<file path="src/clk_sel_pkg.sv">
// shared constants for the bus master clock selection block
package clk_sel_pkg;

  // register width and field positions of system_clock_control
  localparam int REG_W = 8;
  localparam int STOP_BIT = 7;
  localparam int RSV6_BIT = 6;
  localparam int RSV3_BIT = 3;
  localparam int SEL_LSB = 0;
  localparam int SEL_W = 3;

  // value after reset and writable-bit mask (bits 5 and 4 stay zero)
  localparam logic [7:0] SCC_RESET = 8'h00;
  localparam logic [7:0] SCC_WMASK = 8'hCF;
  // bits software must leave at zero: 6, 3
  localparam logic [7:0] SCC_MUSTZERO = 8'h48;

  // select codes
  localparam logic [2:0] SEL_FULL = 3'h0;
  localparam logic [2:0] SEL_DIV32 = 3'h5;
  localparam logic [1:0] SEL_BAD_HI = 2'h3;

  // divider: five medium-speed taps, counter spans the longest period
  localparam int DIV_TAPS = 5;
  localparam logic [4:0] DIV_WRAP = 5'h1F;

  // controller apb map
  localparam logic [7:0] OFS_CONTROL = 8'h00;
  localparam logic [7:0] OFS_STATUS = 8'h04;
  localparam logic [7:0] OFS_LOWPOWER = 8'h08;
  localparam int STAT_BUSY_BIT = 8;
  localparam int STAT_REJ_BIT = 9;
  localparam int LP_REQ_BIT = 0;
  localparam int LP_READY_BIT = 1;

endpackage : clk_sel_pkg

</file>
<file path="src/clk_sel_link.sv">
// register link between the clock generator and its controller
`timescale 1ns/100ps
interface clk_sel_link;
  logic req;
  logic we;
  logic [7:0] wdata;
  logic [7:0] rdata;
  logic ack;

  modport dev (
    input req,
    input we,
    input wdata,
    output rdata,
    output ack
  );

  modport ctl (
    output req,
    output we,
    output wdata,
    input rdata,
    input ack
  );
endinterface : clk_sel_link

</file>
<file path="src/clk_pulse_gen.sv">
// clock generator end: control register, divider, bus master clock select
//
// The address map and the APB interface to the registers were left to the implementer.
`timescale 1ns/100ps
module clk_pulse_gen
  import clk_sel_pkg::*;
(
  // clock and reset
  input wire logic pclk,
  input wire logic presetn,
  // register link from the controller
  clk_sel_link.dev link,
  // operating mode from the chip mode logic
  input wire logic hiz_mode,
  // clock outputs, as one-cycle ticks on pclk, and the select in force
  output logic sys_clk_tick,
  output logic bus_clk_tick,
  output logic [DIV_TAPS-1:0] periph_tick,
  output logic [SEL_W-1:0] active_select,
  // clock output pin
  output logic phi_gate,
  output logic phi_pin_o,
  output logic phi_pin_oe
);

  logic [REG_W-1:0] system_clock_control;
  logic [4:0] div_count;
  logic [SEL_W-1:0] sel_now;
  logic [SEL_W-1:0] sel_req;
  logic sel_legal;
  logic at_boundary;
  logic next_bus_tick;
  logic [DIV_TAPS-1:0] next_periph;

  // tap mask: low s bits set, so tap s fires once every 2**s cycles
  function automatic logic [4:0] tap_mask(input logic [SEL_W-1:0] s);
    logic [4:0] m;
    m = 5'h00;
    for (int i = 0; i < 5; i++)
    begin
      if (i < int'(s))
      begin
        m[i] = 1'b1;
      end
    end
    return m;
  endfunction : tap_mask

  assign sel_req = system_clock_control[SEL_LSB +: SEL_W];
  // a prohibited code never reaches the selector
  assign sel_legal = (sel_req[2:1] != SEL_BAD_HI);
  // every tap completes its period when the counter wraps
  assign at_boundary = (div_count == DIV_WRAP);

  // register write; bits 5 and 4 are not stored
  always_ff @(posedge pclk or negedge presetn)
  begin
    if (!presetn)
    begin
      system_clock_control <= SCC_RESET;
    end
    else if (link.req && link.we)
    begin
      system_clock_control <= link.wdata & SCC_WMASK;
    end
  end

  // read data mirrors the register every cycle
  always_ff @(posedge pclk or negedge presetn)
  begin
    if (!presetn)
    begin
      link.rdata <= SCC_RESET;
    end
    else
    begin
      link.rdata <= system_clock_control & SCC_WMASK;
    end
  end

  // one acknowledge per request, one cycle later
  always_ff @(posedge pclk or negedge presetn)
  begin
    if (!presetn)
    begin
      link.ack <= 1'b0;
    end
    else
    begin
      link.ack <= link.req;
    end
  end

  // free-running medium-speed divider on the system clock
  always_ff @(posedge pclk or negedge presetn)
  begin
    if (!presetn)
    begin
      div_count <= 5'h00;
    end
    else
    begin
      div_count <= div_count + 5'h01;
    end
  end

  // adopt a new select only at the common wrap point, so no
  // shortened bus clock period can occur across a change
  always_ff @(posedge pclk or negedge presetn)
  begin
    if (!presetn)
    begin
      sel_now <= SEL_FULL;
    end
    else if (at_boundary && sel_legal)
    begin
      sel_now <= sel_req;
    end
  end

  // tick decode for the selected tap and all peripheral taps
  always_comb
  begin
    next_bus_tick = ((div_count & tap_mask(sel_now))
                    == tap_mask(sel_now));
    for (int t = 0; t < DIV_TAPS; t++)
    begin
      next_periph[t] = ((div_count & tap_mask(SEL_W'(t + 1)))
                       == tap_mask(SEL_W'(t + 1)));
    end
  end

  // system clock tick: every cycle once out of reset
  always_ff @(posedge pclk or negedge presetn)
  begin
    if (!presetn)
    begin
      sys_clk_tick <= 1'b0;
    end
    else
    begin
      sys_clk_tick <= 1'b1;
    end
  end

  // bus master clock tick from the selected tap
  always_ff @(posedge pclk or negedge presetn)
  begin
    if (!presetn)
    begin
      bus_clk_tick <= 1'b0;
    end
    else
    begin
      bus_clk_tick <= next_bus_tick;
    end
  end

  // peripheral ticks, one per divider tap, always running
  always_ff @(posedge pclk or negedge presetn)
  begin
    if (!presetn)
    begin
      periph_tick <= '0;
    end
    else
    begin
      periph_tick <= next_periph;
    end
  end

  // select in force, registered so it lines up with the ticks
  always_ff @(posedge pclk or negedge presetn)
  begin
    if (!presetn)
    begin
      active_select <= SEL_FULL;
    end
    else
    begin
      active_select <= sel_now;
    end
  end

  // clock output pin: gate open only while the stop bit is clear;
  // level high when driven, released in the high-impedance mode
  always_ff @(posedge pclk or negedge presetn)
  begin
    if (!presetn)
    begin
      phi_gate <= 1'b0;
      phi_pin_o <= 1'b1;
      phi_pin_oe <= 1'b0;
    end
    else
    begin
      phi_gate <= !system_clock_control[STOP_BIT]
                  && !hiz_mode;
      phi_pin_o <= 1'b1;
      phi_pin_oe <= !hiz_mode;
    end
  end

endmodule : clk_pulse_gen

</file>
<file path="src/flat_wrapper.sv">
// flat-port wrapper written by rule: the top's interface ports become plain ports
module clk_pulse_gen_flat import clk_sel_pkg::*;
  (pclk, presetn, hiz_mode, sys_clk_tick, bus_clk_tick, periph_tick, active_select, phi_gate, phi_pin_o, phi_pin_oe, link_req, link_we, link_wdata, link_rdata, link_ack);
  clk_sel_link link_i ();
  input wire logic pclk;
  input wire logic presetn;
  input wire logic hiz_mode;
  output logic sys_clk_tick;
  output logic bus_clk_tick;
  output logic [DIV_TAPS-1:0] periph_tick;
  output logic [SEL_W-1:0] active_select;
  output logic phi_gate;
  output logic phi_pin_o;
  output logic phi_pin_oe;
  input wire logic [$bits(link_i.req)-1:0] link_req;
  input wire logic [$bits(link_i.we)-1:0] link_we;
  input wire logic [$bits(link_i.wdata)-1:0] link_wdata;
  output wire logic [$bits(link_i.rdata)-1:0] link_rdata;
  output wire logic [$bits(link_i.ack)-1:0] link_ack;
  assign link_i.req = link_req;
  assign link_i.we = link_we;
  assign link_i.wdata = link_wdata;
  assign link_rdata = link_i.rdata;
  assign link_ack = link_i.ack;
  clk_pulse_gen u_core (.pclk(pclk), .presetn(presetn), .link(link_i), .hiz_mode(hiz_mode), .sys_clk_tick(sys_clk_tick), .bus_clk_tick(bus_clk_tick), .periph_tick(periph_tick), .active_select(active_select), .phi_gate(phi_gate), .phi_pin_o(phi_pin_o), .phi_pin_oe(phi_pin_oe));
endmodule
</file>
<file path="config.mk">
export PLATFORM = sky130hd
export DESIGN_NAME = clk_pulse_gen_flat
export DESIGN_NICKNAME = d
export VERILOG_FILES = /design/src/clk_sel_pkg.sv /design/src/clk_sel_link.sv /design/src/clk_pulse_gen.sv /design/src/flat_wrapper.sv
export SDC_FILE = /design/constraint.sdc
export NUM_CORES = 1
export LEC_CHECK = 0
export ABC_AREA = 1
export BUFFER_PORTS_ARGS = -buffer_cell sky130_fd_sc_hd__buf_4
export CELL_PAD_IN_SITES_DETAIL_PLACEMENT = 0
export CELL_PAD_IN_SITES_GLOBAL_PLACEMENT = 2
export CORE_ASPECT_RATIO = 1.25
export CORE_MARGIN = 3
export CORE_UTILIZATION = 31
export DETAILED_ROUTE_END_ITERATION = 6
export GPL_TIMING_DRIVEN = 0
export PLACE_DENSITY = 0.76
export REMOVE_ABC_BUFFERS = 1
export SYNTH_ARGS = -nofsm -noshare
export SYNTH_HDL_FRONTEND = slang
export SYNTH_SLANG_ARGS = --single-unit
export TNS_END_PERCENT = 10
</file>
<file path="constraint.sdc">
create_clock -name pclk -period 1.6 [get_ports pclk]
set_input_delay 0 -clock pclk [delete_from_list [all_inputs] [get_ports pclk]]
set_output_delay 0 -clock pclk [all_outputs]
set_load 0.1 [all_outputs]
</file>
==> flow_summary.yaml <==
finish:
  layout.cell_area.non_filler_sq_mm: 0.00155
  nNetsFinal: 149
  layout.area.seq_sq_um: 826
  area.growth.synth_to_final_pct: 41.6
  mostFrequentLayoutCell: "dfrtp_1"
  drive_gt1_share_pct: 30.6
  antennaDiodeCount: 0
  most-common-layout-cells: "dfrtp_1 (33), buf_4 (29), nand2_1 (15)"
  total_area_of_multi_input_combinational_cells_sq_um: 235
  postLayoutCoreUtil_pct: 47.0
  filler_cell_count: 322
grt:
  grt_start_max_net_pins: 34
  grt_pass1_wl_microns: 3040
  use_met1_pct: 10.6
  top_usage_layer: "met2"
  grt_antenna_before_repair: 0
  globalRouteMet3Util_pct: 4.80
  grt_remaining_overflow: 0
  grt.total_usage_pct: 9.97
  use_met2_pct: 15.3
  grt_pass1_vias: 706
detailed_routing:
  drt_pre_antenna_iters: 3
  route.vias.total: 709
  detailedRoute.firstIterationViolations: 4
  remaining_drc_errors: 0
  drt.antenna.violating_nets: 0
  routedWlPerCell_microns: 10.5
  total_length_of_routed_wires_microns: 1800
  route.detailed.vias_per_inst: 4.15
run:
  maxCapViolCount: 0
synth:
  yosys.area.top_type_share_pct: 75.3
  postSynthCellCount: 86
  post_synth_instance_area_sq_mm: 0.00110
  ys.warnings.count: 0
  post_synth_num_cell_types: 14
  synth_seq_cells: 33
  synth.yosys.seq_area_share_pct: 75.3
  syn_area_per_cell_sq_um: 12.8
  netlist_top_cells_area: "dfrtp_1 (75%), nand2_1 (5.1%), ha_1 (3.4%)"
  post-synth-top-area-cell: "dfrtp_1"
clocking:
  h-tree-depth: 2
  cts.repair_timing.setup_buffer_count: 0
  clock-root-buffer: "clkbuf_8"
  inserted_clock_buffers: 5
  clkLatencyLatePin_ps: 280
  tritoncts: "yes"
  clock-sinks: 33
  clock_path_buffers: 2
  worst_setup_hold_path_clk_slew_ps: 70
pwr:
  proportion_of_total_power_due_to_net_switching_pct: 36.1
  vdd_drop_max_mv: 0.748
  power.net_switching_mw: 0.746
  p_int_mw: 1.32
  power.sequential.fraction_pct: 45.8
  power-per-cell-area_mw_per_mm2: 1330
  pwr-share-clk_pct: 28.1
  static-leakage-power_nw: 0.796
  comb_power_share_pct: 26.1
die:
  die_area_sq_mm: 0.00429
  initial_core_util_pct: 33.2
  die_w_microns: 59.2
  placeableCoreArea_sq_mm: 0.00331
  num_io_pins: 35
  die-height_microns: 72.5
  placementRows: 23
run_status:
  run_status: "completed"
setup_path:
  worstPathMaxFanout: 6
  timing.critical_path.cells: "ha_1, inv_1, nor2_2, ha_2, o21ai_4, nand2_1, o21ai_0"
  worst_path_max_delay_cell: "dfrtp_1"
  critPathRequiredTime_ps: 1770
  cp.buffers_inverters: 1
  worst_path_largest_cell_delay_ps: 410
  worstSetupPathType: "reg2reg"
  cp_arrival_ps: 1540
  cell_family_contributing_the_most_delay_on_the_critical_path: "adder cells"
  cp-end-kind: "flop"
  crit_path_start_kind: "flop"
place:
  detailed_place_hpwl_microns: 1290
  post_dp_cell_area_sq_mm: 0.00135
  gp_congestion: 0.669
  port_buffers: 29
timing:
  slew_viol_final: 0
  grt_setup_unrepaired: "false"
  hold_violations_final: 0
  tns_ps: 0
  final_period_minus_worst_setup_slack_ps: 1370
  final.setup_skew_ps: 7.51
  final_min_period_over_clock_period_pct: 85.7
  fmax_mhz: 730
  finalSetupViolations: 0
hold_path:
  hp-class: "in2reg"
cell usage after synthesis:
cell type and count:
o21ai_0 5, inv_1 6, o21ai_4 1, dfrtp_1 33, xor2_1 1, a21oi_1 3, conb_1 2, nand2_2 1
nand2_1 15, buf_4 3, inv_2 1, nand3_1 4, nor2_1 8, ha_1 3
metal layers:
metal | up-vias | routed length [microns]
li1 | 355 | -
met4 | 0 | 51
met5 | - | 0
met3 | 5 | 151
met2 | 30 | 885
met1 | 319 | 706
registers in the layout, indices dropped and copies added, names as in the netlist:
name	cells
u_core.link.rdata	6
u_core.system_clock_control	6
u_core.div_count	5
u_core.periph_tick	5
u_core.active_select	3
u_core.sel_now	3
u_core.bus_clk_tick	1
u_core.link.ack	1
u_core.phi_gate	1
u_core.phi_pin_oe	1
u_core.sys_clk_tick	1
worst register-to-register path, stage by stage, from the launching register on:
cell and delay, ps:
dfrtp_1 410, ha_1 220, inv_1 70, nor2_2 130, ha_2 230, o21ai_4 80
nand2_1 60, o21ai_0 70
cells by family (layout without fill, tap and decap cells):
logic type,after synthesis,in the layout,share of synthesized area [%]
flip-flops,33,33,75.3
AND/OR/NAND/NOR,28,28,10.3
buffers and inverters,10,56,4.45
AO/OA/AOI/OAI,9,9,5.13
adder cells (fa/ha/maj),3,3,3.42
other,2,4,0.684
XOR/XNOR,1,1,0.798
stage by stage:
| stage | setup WS (ps) | total power, mW | cells | hold slack, ps |
|---|---|---|---|---|
| final | 229 | 2.07 | 171 | 87.5 |
| after global routing | 25.3 | 2.16 | 171 | 122 |
| after CTS | 137 | 2.09 | 171 | 87.2 |
| after detailed placement | 141 | 1.49 | 151 | -36.8 |
| after global placement | 178 | 1.48 | 151 | -45.7 |
| after floorplan | 352 | 1.36 | 85 | -296 |
repair_timing:
| item | 4_1_cts | 5_1_grt |
|---|---|---|
| resized for setup | 0 | 2 |
| hold buffers | 12 | 0 |
| hold endpoints to repair | 42 | 0 |
| setup endpoints to repair | 0 | 3 |
path summary, 6_finish.rpt:
| check | startpoint | depth (start not counted) | to | slack (ps) |
|---|---|---|---|---|
| max | u_core.div_count[0]$_DFF_PN0_ | 7 | u_core.sel_now[2]$_DFFE_PN0P_ | 230 |
| min | link_we | 4 | u_core.system_clock_control[3]$_DFFE_PN0P_ | 90 |
| max reg2reg | u_core.div_count[0]$_DFF_PN0_ | 7 | u_core.sel_now[2]$_DFFE_PN0P_ | 230 |
| min reg2reg | u_core.system_clock_control[1]$_DFFE_PN0P_ | 0 | u_core.link.rdata[1]$_DFF_PN0_ | 380 |
| max in group asynchronous | presetn | 2 | u_core.system_clock_control[7]$_DFFE_PN0P_ | 1120 |
| min in group asynchronous | presetn | 2 | u_core.bus_clk_tick$_DFF_PN0_ | 190 |
area by class of cell:
| class | count | area share [%] |
|---|---|---|
| flip-flops and latches | 33 | 53.1 |
| repair buffers | 41 | 21.7 |
| multi-input cells | 45 | 15.1 |
| clock buffers | 6 | 4.67 |
| well taps | 37 | 2.98 |
| inverters | 7 | 1.69 |
| clock inverters | 2 | 0.644 |
power by group through the flow:
stage	Combinational, mW	Sequential (mW)	Clock (mW)
3_5_place_dp	0.524	0.964	0
2_1_floorplan	0.0819	1.27	0
4_1_cts	0.545	0.949	0.601
3_3_place_gp	0.521	0.962	0
6_report	0.540	0.947	0.581
5_1_grt	0.568	0.956	0.638
Note: power is estimated with default switching activity, not from simulation.
